==> src/include/link_seq_pkg.sv <==
// shared constants and types for the serial link startup sequencer
package link_seq_pkg;
  // control symbol: comma K28.5 and ILA markers as 8b codes with k flag
  localparam logic [7:0] COMMA_CHAR = 8'hBC;
  localparam logic [7:0] ILA_START_CHAR = 8'h1C;
  localparam logic [7:0] ILA_END_CHAR = 8'h7C;
  localparam logic [7:0] ILA_CFG_CHAR = 8'h9C;
  // multiframes in the initial lane alignment sequence
  localparam int ILA_MULTIFRAMES = 4;
  // octets per frame
  localparam int OCTETS_PER_FRAME = 2;
  // reset values of the held configuration
  localparam logic [4:0] FRAMES_M1_RESET = 5'h1F;
  localparam logic [5:0] DECIM_RESET = 6'h04;
  localparam logic [1:0] RATE_RESET = 2'h0;
  // link state
  typedef enum logic [2:0] {
    ST_OFF, ST_WAIT_SYNC, ST_CGS, ST_ILA, ST_DATA
  } link_state_t;
endpackage

==> src/include/lane_if.sv <==
// carrier between the sequencer and its lane symbol formatter
`timescale 1ns/100ps
interface lane_if;
  logic [1:0] sel; // 0 idle, 1 comma, 2 ila, 3 data
  logic [7:0] ila_char; // ila octet chosen by the sequencer
  logic ila_k; // ila octet is a control char
  logic [7:0] data; // sample octet
  modport ctrl (output sel, output ila_char, output ila_k, output data);
  modport fmt (input sel, input ila_char, input ila_k, input data);
endinterface

==> src/rtl/lane_formatter.sv <==
// per-lane symbol formatter with registered outputs
`timescale 1ns/100ps
module lane_formatter #(
  parameter int LANES = 5
) (
  input wire logic sys_clk,
  input wire logic resetn,
  lane_if.fmt lane,
  output logic [LANES*8-1:0] tx_octet,
  output logic [LANES-1:0] tx_is_k
);
  // every lane carries the same control stream; data is shared too
  genvar g;
  generate
    for (g = 0; g < LANES; g++)
    begin : g_lane
      // registered output, idle drives zero
      always_ff @(posedge sys_clk or negedge resetn)
      begin
        if (!resetn)
        begin
          tx_octet[g*8 +: 8] <= 8'h00;
          tx_is_k[g] <= 1'b0;
        end
        else
        begin
          case (lane.sel)
            2'h1:
            begin
              tx_octet[g*8 +: 8] <= link_seq_pkg::COMMA_CHAR;
              tx_is_k[g] <= 1'b1;
            end
            2'h2:
            begin
              tx_octet[g*8 +: 8] <= lane.ila_char;
              tx_is_k[g] <= lane.ila_k;
            end
            2'h3:
            begin
              tx_octet[g*8 +: 8] <= lane.data;
              tx_is_k[g] <= 1'b0;
            end
            default:
            begin
              tx_octet[g*8 +: 8] <= 8'h00;
              tx_is_k[g] <= 1'b0;
            end
          endcase
        end
      end
    end
  endgenerate
endmodule // lane_formatter

==> src/rtl/serial_link_startup_sequencer.sv <==
// startup sequencer for a subclass 1 serial transmit link
// Operation
// - enable low stops link, allows config
// - enable high after calibration starts link
// - sync asserted starts code group synchronization
// - sync released starts lane alignment sequence
// - data follows last alignment frame, no gap
`timescale 1ns/100ps
module serial_link_startup_sequencer #(
  parameter int LANES = 5
) (
  input wire logic sys_clk,
  input wire logic resetn,
  input wire logic link_enable_bit,
  input wire logic [5:0] decimation_factor,
  input wire logic scrambler_enable,
  input wire logic [4:0] frames_per_multiframe_minus_one,
  input wire logic [1:0] link_rate_select,
  input wire logic software_calibration_trigger,
  input wire logic sysref,
  input wire logic sync_n,
  input wire logic [7:0] sample_octet,
  output logic [LANES*8-1:0] tx_octet,
  output logic [LANES-1:0] tx_is_k,
  output logic [5:0] active_decimation,
  output logic active_scrambler,
  output logic [4:0] active_frames_m1,
  output logic [1:0] active_rate,
  output logic cal_start,
  output logic lmfc_aligned,
  output logic link_running,
  output logic [2:0] link_state
);
  link_seq_pkg::link_state_t state_q; // sequence position
  logic [4:0] frame_q; // frame count inside multiframe
  logic [0:0] octet_q; // octet count inside frame
  logic [1:0] mf_q; // ila multiframe count
  logic sysref_q; // previous sysref for edge detect
  logic cal_trig_q; // previous trigger for edge detect
  logic lmfc_aligned_q; // sysref seen since enable
  logic frame_end; // last octet of a frame
  logic mf_end; // last octet of a multiframe
  logic sysref_rise; // rising edge of sysref
  lane_if lane(); // to formatter

  // last octet index inside a frame
  localparam int OCTETS_PER_FRAME_M1 = link_seq_pkg::OCTETS_PER_FRAME - 1;

  assign frame_end = (octet_q == 1'(OCTETS_PER_FRAME_M1));
  assign mf_end = frame_end && (frame_q == active_frames_m1);
  assign sysref_rise = sysref && !sysref_q;

  // config is latched only while the link is off; it holds while running
  always_ff @(posedge sys_clk or negedge resetn)
  begin
    if (!resetn)
    begin
      active_decimation <= link_seq_pkg::DECIM_RESET;
      active_scrambler <= 1'b0;
      active_frames_m1 <= link_seq_pkg::FRAMES_M1_RESET;
      active_rate <= link_seq_pkg::RATE_RESET;
    end
    else if (!link_enable_bit)
    begin
      active_decimation <= decimation_factor;
      active_scrambler <= scrambler_enable;
      active_frames_m1 <= frames_per_multiframe_minus_one;
      active_rate <= link_rate_select;
    end
  end

  // edge detectors for the calibration trigger and sysref
  always_ff @(posedge sys_clk or negedge resetn)
  begin
    if (!resetn)
    begin
      sysref_q <= 1'b0;
      cal_trig_q <= 1'b0;
    end
    else
    begin
      sysref_q <= sysref;
      cal_trig_q <= software_calibration_trigger;
    end
  end

  // one-cycle calibration start pulse; only when link is off
  always_ff @(posedge sys_clk or negedge resetn)
  begin
    if (!resetn)
      cal_start <= 1'b0;
    else
      cal_start <= software_calibration_trigger && !cal_trig_q
        && !link_enable_bit;
  end

  // local multiframe counter; sysref edge resets the phase
  always_ff @(posedge sys_clk or negedge resetn)
  begin
    if (!resetn)
    begin
      octet_q <= 1'b0;
      frame_q <= 5'h00;
      lmfc_aligned_q <= 1'b0;
    end
    else if (!link_enable_bit)
    begin
      octet_q <= 1'b0;
      frame_q <= 5'h00;
      lmfc_aligned_q <= 1'b0;
    end
    else if (sysref_rise)
    begin
      // the edge marks octet zero of a new multiframe
      octet_q <= 1'b0;
      frame_q <= 5'h00;
      lmfc_aligned_q <= 1'b1;
    end
    else
    begin
      // free-running without sysref, so alignment is optional
      octet_q <= frame_end ? 1'b0 : octet_q + 1'b1;
      if (mf_end)
        frame_q <= 5'h00;
      else if (frame_end)
        frame_q <= frame_q + 5'h01;
    end
  end

  // link state machine
  always_ff @(posedge sys_clk or negedge resetn)
  begin
    if (!resetn)
    begin
      state_q <= link_seq_pkg::ST_OFF;
      mf_q <= 2'h0;
    end
    else if (!link_enable_bit)
      state_q <= link_seq_pkg::ST_OFF;
    else
    begin
      case (state_q)
        link_seq_pkg::ST_OFF:
          state_q <= link_seq_pkg::ST_WAIT_SYNC;
        link_seq_pkg::ST_WAIT_SYNC:
          if (!sync_n)
            state_q <= link_seq_pkg::ST_CGS;
        link_seq_pkg::ST_CGS:
          // ila starts on a multiframe boundary after sync release
          if (sync_n && mf_end)
          begin
            state_q <= link_seq_pkg::ST_ILA;
            mf_q <= 2'h0;
          end
        link_seq_pkg::ST_ILA:
          if (!sync_n)
            state_q <= link_seq_pkg::ST_CGS;
          else if (mf_end)
          begin
            if (mf_q == 2'(link_seq_pkg::ILA_MULTIFRAMES - 1))
              state_q <= link_seq_pkg::ST_DATA;
            mf_q <= mf_q + 2'h1;
          end
        link_seq_pkg::ST_DATA:
          // a resync request drops back to commas
          if (!sync_n)
            state_q <= link_seq_pkg::ST_CGS;
        default:
          state_q <= link_seq_pkg::ST_OFF;
      endcase
    end
  end

  // lane stream selection; comma while sync is low in cgs
  always_comb
  begin
    lane.data = sample_octet;
    lane.ila_k = 1'b0;
    lane.ila_char = 8'h00;
    case (state_q)
      link_seq_pkg::ST_CGS:
        lane.sel = 2'h1;
      link_seq_pkg::ST_ILA:
      begin
        lane.sel = 2'h2;
        // framed markers: start, config frame, end of each multiframe
        if (frame_q == 5'h00 && octet_q == 1'b0)
        begin
          lane.ila_char = link_seq_pkg::ILA_START_CHAR;
          lane.ila_k = 1'b1;
        end
        else if (mf_q == 2'h1 && frame_q == 5'h01 && octet_q == 1'b0)
        begin
          lane.ila_char = link_seq_pkg::ILA_CFG_CHAR;
          lane.ila_k = 1'b1;
        end
        else if (mf_end)
        begin
          lane.ila_char = link_seq_pkg::ILA_END_CHAR;
          lane.ila_k = 1'b1;
        end
        else
          lane.ila_char = {3'h0, frame_q};
      end
      link_seq_pkg::ST_DATA:
        lane.sel = 2'h3;
      default:
        lane.sel = 2'h0;
    endcase
  end

  lane_formatter #(.LANES(LANES)) i_lane_formatter (
    .sys_clk(sys_clk),
    .resetn(resetn),
    .lane(lane),
    .tx_octet(tx_octet),
    .tx_is_k(tx_is_k)
  );

  assign lmfc_aligned = lmfc_aligned_q;
  assign link_running = (state_q == link_seq_pkg::ST_DATA);
  assign link_state = state_q;
endmodule // serial_link_startup_sequencer

==> config.mk <==
export PLATFORM = sky130hd
export DESIGN_NAME = serial_link_startup_sequencer
export DESIGN_NICKNAME = d
export VERILOG_FILES = /design/src/include/link_seq_pkg.sv /design/src/include/lane_if.sv /design/src/rtl/lane_formatter.sv /design/src/rtl/serial_link_startup_sequencer.sv
export SDC_FILE = /design/constraint.sdc
export NUM_CORES = 1
export LEC_CHECK = 0
export ABC_CLOCK_PERIOD_IN_PS = 1600
export BUFFER_PORTS_ARGS = -buffer_cell sky130_fd_sc_hd__buf_2
export CAP_MARGIN = 20
export CORE_UTILIZATION = 25
export CTS_CLUSTER_DIAMETER = 50
export CTS_CLUSTER_SIZE = 16
export DETAILED_ROUTE_END_ITERATION = 12
export PLACE_DENSITY = 0.47
export SLEW_MARGIN = 20
export SYNTH_ARGS = -nofsm -noshare
export SYNTH_HDL_FRONTEND = slang
export SYNTH_HIERARCHICAL = 1
export SYNTH_SLANG_ARGS = --single-unit
==> constraint.sdc <==
create_clock -name sys_clk -period 1.6 [get_ports sys_clk]
set_input_delay 0.16 -clock sys_clk [delete_from_list [all_inputs] [get_ports sys_clk]]
set_output_delay 0.16 -clock sys_clk [all_outputs]
set_load 0.01 [all_outputs]
==> impl_metrics.tcl, run 1 <==
set metrics [dict create \
    status "finished, violations left" \
    violations "negative setup slack" \
    ir_worst_vdd_uv 465 \
    async_reset_ff_frac 1.00 \
    yosys.area_share.simple 0.141 \
    ant_nets 0 \
    cts_buffer_depth 2 \
    rsz0062_at_grt "yes" \
    gr-total-overflow 0 \
    drtIter0Drc 37 \
    grt_pass1_vias 1821 \
    holdWs_ns 0.0898 \
    ys_types 40 \
    grt_use_met1 0.141 \
    die_w_um 96.9 \
    cp.required_ns 1.78 \
    synth_ff_type "dfrtp_1" \
    synth_mux_area_frac 0.0889 \
    die_area_mm2 0.00939 \
    syn_area_per_cell_um2 10.7 \
    worstPathArrival_ns 2.09 \
    path_class "flip-flop to flip-flop" \
    worstSetupEndpointType "flip-flop" \
    use_met3 0.0390 \
    fin_crit_sh 1.19 \
    syn_area_mm2 0.00225 \
    tightest_slew_ns 0.433 \
    totalWireLength_mm 5.20 \
    busiest_layer "met2" \
    ios 93 \
    path_max_fanout 4 \
    finalHoldViolations 0 \
    htree_num_levels 2 \
    synth-xor-area-share 0.0272 \
    syn_to_final_growth_pct 39.4 \
    syn_inst 211 \
    viasPerCell 4.39 \
    final.min_clock_period_ns 1.91 \
    p_per_area_mw_per_mm2 1200 \
    worst_slack_ns -0.309 \
    post-route-drc-count 0 \
    max-cap-violations 0 \
    grt_first_pass_wirelength_mm 8.41 \
    synth_top_family_by_area "buffers and inverters" \
    grt_use_total 0.111 \
    final-max-slew-violation-count 0 \
    firstDrtPassIters 4 \
    num_rows 34 \
    synth_seq_cells 38 \
    drive_gt1_frac 0.641 \
    final_nets 348 \
    numCtsBuffers 5 \
    die_y_um 96.9 \
    nFillCells 876 \
    final-seq-area_um2 962 \
    cts_root_buffer "clkbuf_8" \
    layout_commonest_cell "buf_2" \
    synth_adder_area_share 0.0500 \
    dr_total_vias 1844 \
    start_kind "flip-flop" \
    synth.yosys.warnings 6 \
    clk_pin_slew_ns 0.08 \
    grt_max_degree 22 \
    multi_input_area_mm2 0.00108 \
    slew_headroom 0.711 \
    routabilityCongestion 0.767 \
    placement.io_buffers 92 \
    synth_compound_area_frac 0.111 \
    final_cell_mix "buf_2 (92), buf_4 (38), dfrtp_1 (29)" \
    hold_path.class "primary input to flip-flop" \
    leakage_nw 1.53 \
    timing.fmax_mhz 524 \
    avgRoutedWirePerCell_um 12.4 \
    antenna_found_initial 0 \
    grt_use_met2 0.179 \
    core_mm2 0.00872 \
    pre_cts_ws_ns -0.282 \
    n_antenna_cell 0 \
    cts_tree "yes" \
    clock_sinks 38 \
    synth-edff-count 0 \
    clk_latency_ns 0.30 \
    syn-num-nets 248 \
    yosysSeqAreaShare 0.426 \
    initial_utilization 0.258 \
    skew_ns 0.00523 \
    setup_viol 17 \
    hpwl_mm 3.87 \
]
report_power, final:
group	switching, mW	internal (mW)
logic	0.931	0.854
clock network	0.370	0.347
registers	0.145	1.13
total	1.45	2.33
sequential cells by signal, summed over array words and instances (netlist names):
register                   count
link_state                     3
active_rate                    2
active_decimation              6
mf_q                           2
frame_end                      1
i_lane_formatter/tx_octet      8
lmfc_aligned                   1
active_scrambler               1
frame_q                        5
cal_trig_q                     1
cal_start                      1
active_frames_m1               5
sysref_q                       1
i_lane_formatter/tx_is_k       1
routing by layer:
layer  vias to the layer above  share of wire  routed length, um
met2                        86           0.45               2360
met5                         -              0                  0
met3                         7          0.083                430
li1                        881              -                  -
met1                       870           0.45               2360
met4                         0         0.0087                 45
worst max-delay path, stage by stage (launching register included):
cell and delay [ns]:
dfstp_2 0.56, xor2_2 0.09, nor4_4 0.26, buf_4 0.18
nand4bb_1 0.12, a21oi_2 0.22, mux2_2 0.36
cell families (layout without fill, tap and decap cells):
logic type | count (synthesis) | count (layout)
AND/OR/NAND/NOR | 51 | 51
buffers and inverters | 53 | 154
multiplexers | 18 | 18
XOR/XNOR | 7 | 7
AO/OA/AOI/OAI | 35 | 35
flip-flops | 38 | 38
adder cells (fa/ha/maj) | 9 | 9
metrics by stage:
step	setup TNS, ns	std cells	power (mW)	area, um2	utilization
final	-3.18	420	3.78	3140	0.360
after global routing	-5.02	420	4.02	3140	0.360
after CTS	-3.16	417	3.69	3000	0.344
after detailed placement	-3.85	402	2.93	2830	0.324
after global placement	-3.61	402	2.91	2830	0.324
after floorplan	-1.94	211	2.58	2280	-
Yosys cell counts (2+ instances only):
cell type	instances	area share
buf_2	2	0.0044
and2_1	5	0.014
mux2i_1	2	0.0089
nor2_1	8	0.013
inv_1	9	0.015
nand2_1	9	0.015
a21o_1	3	0.010
a21oi_1	12	0.027
ha_1	9	0.050
nand3_1	6	0.013
nor2b_1	4	0.011
a22oi_1	6	0.020
o2bb2ai_1	2	0.0078
a21boi_0	3	0.010
nand2b_1	5	0.014
xor2_1	4	0.016
nor3_1	3	0.0067
buf_1	2	0.0033
nor3b_1	3	0.010
clkbuf_1	2	0.0033
buf_4	36	0.12
dfrtp_1	32	0.36
a22oi_2	2	0.011
dfstp_2	6	0.070
nor4_4	2	0.019
o21ai_0	2	0.0044
mux2_2	16	0.080
xnor2_1	3	0.012
buf_6	2	0.010
layout make-up:
type / count / share of cell area
flip-flops and latches: 38 / 0.307
inverters: 9 / 0.0108
clock inverters: 2 / 0.00399
well taps: 108 / 0.0431
clock buffers: 6 / 0.0263
repair buffers: 137 / 0.264
multi-input cells: 120 / 0.345
path summary, 6_finish.rpt:
kind / start / endpoint / slack (ns) / depth (start not counted)
setup reg to reg: active_frames_m1[4] / link_state[2] / -0.31 / 6
min in group asynchronous: resetn / active_rate[1] / 0.33 / 2
hold reg to reg: cal_trig_q / cal_start / 0.40 / 1
setup / recovery: active_frames_m1[4] / link_state[2] / -0.31 / 6
hold / removal: decimation_factor[4] / active_decimation[4] / 0.09 / 2
max in group asynchronous: resetn / active_frames_m1[3] / 0.73 / 3
timing repair:
| action | CTS | global route |
|---|---|---|
| setup buffers | 4 | 3 |
| resized for setup | 6 | 28 |
| setup endpoints to repair | 19 | 20 |
| pin swaps | 5 | 17 |
| endpoints found under the hold margin | 14 | 0 |
| hold buffers | 3 | 0 |
Note: power is estimated with default switching activity, not from simulation.
==> run 2: changes to the inputs <==
--- a/config.mk
+++ b/config.mk
@@ -6,13 +6,14 @@
 export NUM_CORES = 1
 export LEC_CHECK = 0
 export ABC_CLOCK_PERIOD_IN_PS = 1600
-export BUFFER_PORTS_ARGS = -buffer_cell sky130_fd_sc_hd__buf_2
 export CAP_MARGIN = 20
 export CORE_UTILIZATION = 25
 export CTS_CLUSTER_DIAMETER = 50
 export CTS_CLUSTER_SIZE = 16
 export DETAILED_ROUTE_END_ITERATION = 12
-export PLACE_DENSITY = 0.47
+export DONT_BUFFER_PORTS = 1
+export PLACE_DENSITY = 0.38
+export RECOVER_POWER = 50
 export SLEW_MARGIN = 20
 export SYNTH_ARGS = -nofsm -noshare
 export SYNTH_HDL_FRONTEND = slang
==> run 2 against run 1 <==
Net effect:
- the flow still finishes with violations (negative setup slack)
- clock-buffer cell count unchanged
- clock power down 7.3%
- sequential share of layout area up 5.6 points
- setup slack better by 0.024 ns
- register-to-register slack better by 0.02 ns
- flip-flop and latch count unchanged
- final cell count down 21%
- critical endpoint unchanged
- largest cell class unchanged
- largest power group is now sequential cells
==> impl_metrics.tcl, run 2 (synthesized netlist as in run 1, its figures left out) <==
set metrics [dict create \
    clk_pin_slew_ns 0.08 \
    placedCellCount 310 \
    critical_path.max_stage_delay_ns 0.54 \
    final_nets 260 \
    n_antenna_cell 0 \
    tightest_slew_ns 0.974 \
    num_rows 34 \
    crit_slowest_cell "dfstp_2" \
    switching_share 0.394 \
    fin_crit_sh 1.18 \
    die_area_mm2 0.00939 \
    holdWs_ns 0.0156 \
    hold_end "active_decimation[3]" \
    grt_pass1_vias 1611 \
    hpwl_mm 3.37 \
    path_class "flip-flop to flip-flop" \
    switchingPower_mw 1.30 \
    viasPerCell 4.40 \
    final_area_mm2 0.00265 \
    top_regs "i_lane_formatter/tx_octet x8, active_decimation x6" \
    ant_nets 0 \
    firstDrtPassIters 4 \
    p_seq_frac 0.458 \
    pre_cts_ws_ns -0.309 \
    setup_viol 19 \
    cts_buffer_depth 2 \
    max-cap-violations 0 \
    ios 93 \
    clk_latency_ns 0.29 \
    grt_first_pass_wirelength_mm 7.88 \
    leakage_nw 1.13 \
    worstSetupEndpointType "flip-flop" \
    crit_family "flip-flops" \
    totalWireLength_mm 4.72 \
    syn_to_final_growth_pct 17.5 \
    violations "negative setup slack" \
    numCtsBuffers 5 \
    worstPathArrival_ns 2.07 \
    tns_ns -2.94 \
    status "finished, violations left" \
    hold_path.class "primary input to flip-flop" \
    reg2reg_depth 6 \
    start_kind "flip-flop" \
    largest-register "i_lane_formatter/tx_octet" \
    p_int_mw 1.99 \
    finalHoldViolations 0 \
    skew_ns 0.00803 \
    nFillCells 917 \
    routabilityCongestion 0.670 \
    final_cell_mix "buf_4 (35), dfrtp_1 (31), mux2_2 (14)" \
    htree_num_levels 2 \
    grt_use_total 0.106 \
    grt_max_degree 39 \
    slew_headroom 0.351 \
    die_y_um 96.9 \
    post-route-drc-count 0 \
    path_cells "xor2_1 > nor4_4 > buf_4 > nand4bb_1 > a21oi_2 > mux2_4" \
    worstHoldStart "decimation_factor[3]" \
    path_max_fanout 4 \
    avgRoutedWirePerCell_um 14.2 \
    placement.io_buffers 0 \
    drive_gt1_frac 0.402 \
    antenna_found_initial 0 \
    critPathBufInv 1 \
    dr_total_vias 1460 \
    timing.fmax_mhz 530 \
    r2r_end "link_state[2]" \
    rrSetupSlack_ns -0.29 \
    rsz0062_at_grt "yes" \
    clock_sinks 38 \
    final.min_clock_period_ns 1.89 \
    largest_reg_flops 8 \
    min_path_cells 1 \
    combPwrFrac 0.340 \
    die_w_um 96.9 \
    core_mm2 0.00872 \
    ir_worst_vdd_uv 415 \
    pwr-share-clk 0.202 \
    drtIter0Drc 40 \
    multi_input_area_mm2 0.00103 \
    final-seq-area_um2 960 \
    timing.rr.start "active_frames_m1[3]" \
    p_per_area_mw_per_mm2 1240 \
    initial_utilization 0.258 \
    gr-total-overflow 0 \
    p_total_mw 3.29 \
    cts_root_buffer "clkbuf_8" \
    cp.required_ns 1.78 \
    final-max-slew-violation-count 0 \
    cts_tree "yes" \
    layout_commonest_cell "buf_4" \
    fin_util 0.303 \
    place_area_mm2 0.00235 \
    final_cells 332 \
    worst_slack_ns -0.285 \
]
[run 2: cell count changes in the layout (fill, tap and decap cells not counted), sizes merged]
cell         delta
clkinv          +1
clkbuf          +1
dlygate4sd3     +7
buf            -96
clkinvlp        -1
[run 2: how the worst max path moves through the flow]
| stage | endpoint | startpoint | slack [ns] | cells past startpoint |
|---|---|---|---|---|
| after floorplan | link_state[0] | active_frames_m1[3] | -0.23 | 5 |
| after global placement | link_state[0] | active_frames_m1[3] | -0.30 | 5 |
| after detailed placement | link_state[0] | active_frames_m1[3] | -0.31 | 5 |
| after CTS | link_state[0] | active_frames_m1[4] | -0.30 | 6 |
| after global routing | link_state[2] | active_frames_m1[3] | -0.35 | 6 |
| final | link_state[2] | active_frames_m1[3] | -0.29 | 6 |
[run 2: what timing repair did]
| item | in CTS | in global routing |
|---|---|---|
| gates cloned | 0 | 0 |
| hold buffers | 10 | 1 |
| setup endpoints to repair | 19 | 19 |
| pin swaps | 3 | 6 |
| endpoints found under the hold margin | 46 | 1 |
| setup buffers | 3 | 0 |
| resized for setup | 8 | 11 |
[run 2: per-layer routing]
metal  share of wire  track usage  vias to the layer above
met5               0            0                        -
met4           0.014       0.0413                        0
met3           0.063       0.0347                        7
met2            0.48        0.172                       59
met1            0.45        0.130                      687
li1                -            -                      707
[run 2: layout make-up]
| class | instances | area share |
|---|---|---|
| multi-input cells | 120 | 0.390 |
| clock inverters | 2 | 0.00378 |
| clock buffers | 6 | 0.0274 |
| well taps | 108 | 0.0511 |
| inverters | 9 | 0.0128 |
| flip-flops and latches | 38 | 0.363 |
| repair buffers | 49 | 0.152 |
[run 2: worst register-to-register path, cell delays in order (launching register included)]
cell and delay, ns:
dfstp_2 0.54, xor2_1 0.09, nor4_4 0.27, buf_4 0.18
nand4bb_1 0.12, a21oi_2 0.26, mux2_4 0.33
[run 2: power groups by stage]
stage / clock network, mW / logic, mW / registers (mW)
final: 0.664 / 1.12 / 1.51
after detailed placement: 0 / 1.04 / 1.53
after global placement: 0 / 1.04 / 1.54
after CTS: 0.709 / 1.11 / 1.51
after floorplan: 0 / 1.22 / 1.36
after global routing: 0.739 / 1.25 / 1.55
==> run 3: changes to the inputs <==
--- a/config.mk
+++ b/config.mk
@@ -7,13 +7,14 @@
 export LEC_CHECK = 0
 export ABC_CLOCK_PERIOD_IN_PS = 1600
 export CAP_MARGIN = 20
-export CORE_UTILIZATION = 25
+export CORE_UTILIZATION = 57
 export CTS_CLUSTER_DIAMETER = 50
 export CTS_CLUSTER_SIZE = 16
 export DETAILED_ROUTE_END_ITERATION = 12
 export DONT_BUFFER_PORTS = 1
-export PLACE_DENSITY = 0.38
+export PLACE_DENSITY = 0.73
 export RECOVER_POWER = 50
+export REMOVE_ABC_BUFFERS = 1
 export SLEW_MARGIN = 20
 export SYNTH_ARGS = -nofsm -noshare
 export SYNTH_HDL_FRONTEND = slang
==> run 3 against run 2 <==
Net effect:
- the flow still finishes with violations (negative setup slack)
- combinational power increased by 9%
- power rose by 8.4%
- wire length is 1.2% lower
- clock skew about the same
- global-route usage up 12 points
- largest cell class unchanged
- largest power group unchanged
==> impl_metrics.tcl, run 3 (synthesized netlist as in run 1, its figures left out) <==
set metrics [dict create \
    status "finished, violations left" \
    violations "negative setup slack" \
    dr_total_vias 1505 \
    placement.io_buffers 0 \
    hpwl_mm 3.27 \
    avgRoutedWirePerCell_um 17.4 \
    p_per_area_mw_per_mm2 1390 \
    startpoint "active_frames_m1[3]" \
    final_nets 256 \
    firstDrtPassIters 4 \
    die_w_um 64.8 \
    p_seq_frac 0.430 \
    finalHoldViolations 0 \
    fin_crit_sh 1.21 \
    final_cell_mix "buf_4 (36), dfrtp_1 (30), mux2_2 (14)" \
    die_y_um 64.8 \
    worstHoldStart "link_rate_select[1]" \
    clk_pin_slew_ns 0.07 \
    nFillCells 273 \
    slew_headroom 0.401 \
    initial_utilization 0.606 \
    start_kind "flip-flop" \
    combPwrFrac 0.342 \
    numCtsBuffers 5 \
    num_rows 22 \
    reg2reg_depth 6 \
    hold_path.class "primary input to flip-flop" \
    htree_num_levels 2 \
    viasPerCell 5.62 \
    grt_pass1_vias 1621 \
    largest-register "i_lane_formatter/tx_octet" \
    grt_max_degree 39 \
    die_area_mm2 0.00420 \
    ant_nets 0 \
    largest_reg_flops 8 \
    top_regs "i_lane_formatter/tx_octet x8, active_decimation x6" \
    post-route-drc-count 0 \
    pre_cts_ws_ns -0.294 \
    clock_sinks 38 \
    tightest_slew_ns 0.898 \
    fin_util 0.694 \
    rsz0062_at_grt "yes" \
    p_int_mw 2.18 \
    grt_first_pass_wirelength_mm 7.11 \
    drtIter0Drc 83 \
    cts_tree "yes" \
    antenna_found_initial 0 \
    setup_viol 18 \
    path_max_fanout 5 \
    clk_latency_ns 0.30 \
    rrSetupSlack_ns -0.34 \
    cts_root_buffer "clkbuf_8" \
    hold_end "active_rate[1]" \
    gr-total-overflow 0 \
    timing.rr.start "active_frames_m1[3]" \
    grt_use_total 0.229 \
    layout_commonest_cell "buf_4" \
    worstSetupEndpointType "flip-flop" \
    worstPathArrival_ns 2.16 \
    pwr-share-clk 0.227 \
    cts_buffer_depth 2 \
    max-cap-violations 0 \
    holdWs_ns 0.00860 \
    final_cells 268 \
    worst_slack_ns -0.338 \
    timing.fmax_mhz 516 \
    final.min_clock_period_ns 1.94 \
    switchingPower_mw 1.39 \
    skew_ns 0.00802 \
    syn_to_final_growth_pct 14.5 \
    switching_share 0.389 \
    totalWireLength_mm 4.66 \
    placedCellCount 250 \
    drive_gt1_frac 0.445 \
    min_path_cells 1 \
    routabilityCongestion 0.950 \
    core_mm2 0.00372 \
    r2r_end "mf_q[1]" \
    final-max-slew-violation-count 0 \
    ios 93 \
    leakage_nw 1.12 \
    ir_worst_vdd_uv 835 \
    n_antenna_cell 0 \
    path_class "flip-flop to flip-flop" \
    tns_ns -4.57 \
    cp.required_ns 1.82 \
]
## run 3: cell type report
cell class | count | area (um2) | area share
well taps | 48 | 60.1 | 0.0233
multi-input cells | 120 | 1060 | 0.412
clock inverters | 3 | 40.0 | 0.0155
clock buffers | 5 | 68.8 | 0.0267
repair buffers | 45 | 353 | 0.137
flip-flops and latches | 38 | 961 | 0.373
inverters | 9 | 33.8 | 0.0131
## run 3: metal layers
layer | GRT usage | up-vias | share of wire
met4 | 0.122 | 0 | 0.016
met5 | 0 | - | 0
li1 | - | 695 | -
met3 | 0.0546 | 7 | 0.061
met2 | 0.421 | 67 | 0.56
met1 | 0.237 | 736 | 0.37
## run 3: timing repair
action / CTS / global route
buffers inserted: 1 / 5
pin swaps: 2 / 11
hold buffers: 5 / 0
endpoints found under the setup margin: 19 / 19
resized for setup: 7 / 25
hold endpoints to repair: 41 / 0
## run 3: how the worst max path moves through the flow
| stage | end | slack, ns | cells past startpoint |
|---|---|---|---|
| 5_1_grt | mf_q[1] | -0.42 | 6 |
| 6_report | mf_q[1] | -0.34 | 6 |
| 3_3_place_gp | i_lane_formatter/tx_octet[28] | -0.25 | 7 |
| 4_1_cts | link_state[0] | -0.31 | 5 |
| 3_5_place_dp | link_state[0] | -0.29 | 5 |
| 2_1_floorplan | link_state[0] | -0.24 | 5 |
## run 3: through the flow
| step | instance area, um2 | power (mW) |
|---|---|---|
| after global routing | 2580 | 3.77 |
| after global placement | 2260 | 2.45 |
| after detailed placement | 2260 | 2.51 |
| after floorplan | 1930 | 2.09 |
| after CTS | 2460 | 3.38 |
| final | 2580 | 3.57 |
## run 3: worst max-delay path: stages, from the launching register on
cell and delay (ns):
dfstp_2 0.57, xor2_2 0.10, nor4_4 0.41, nand3_4 0.15
buf_6 0.15, nor4_4 0.26, mux2i_1 0.22
## run 3: power groups by stage
stage	registers [mW]	logic (mW)	clock network [mW]
after floorplan	1.55	0.542	0
after detailed placement	1.55	0.961	0
after CTS	1.54	1.02	0.823
after global placement	1.55	0.898	0
after global routing	1.58	1.32	0.863
final	1.54	1.22	0.812
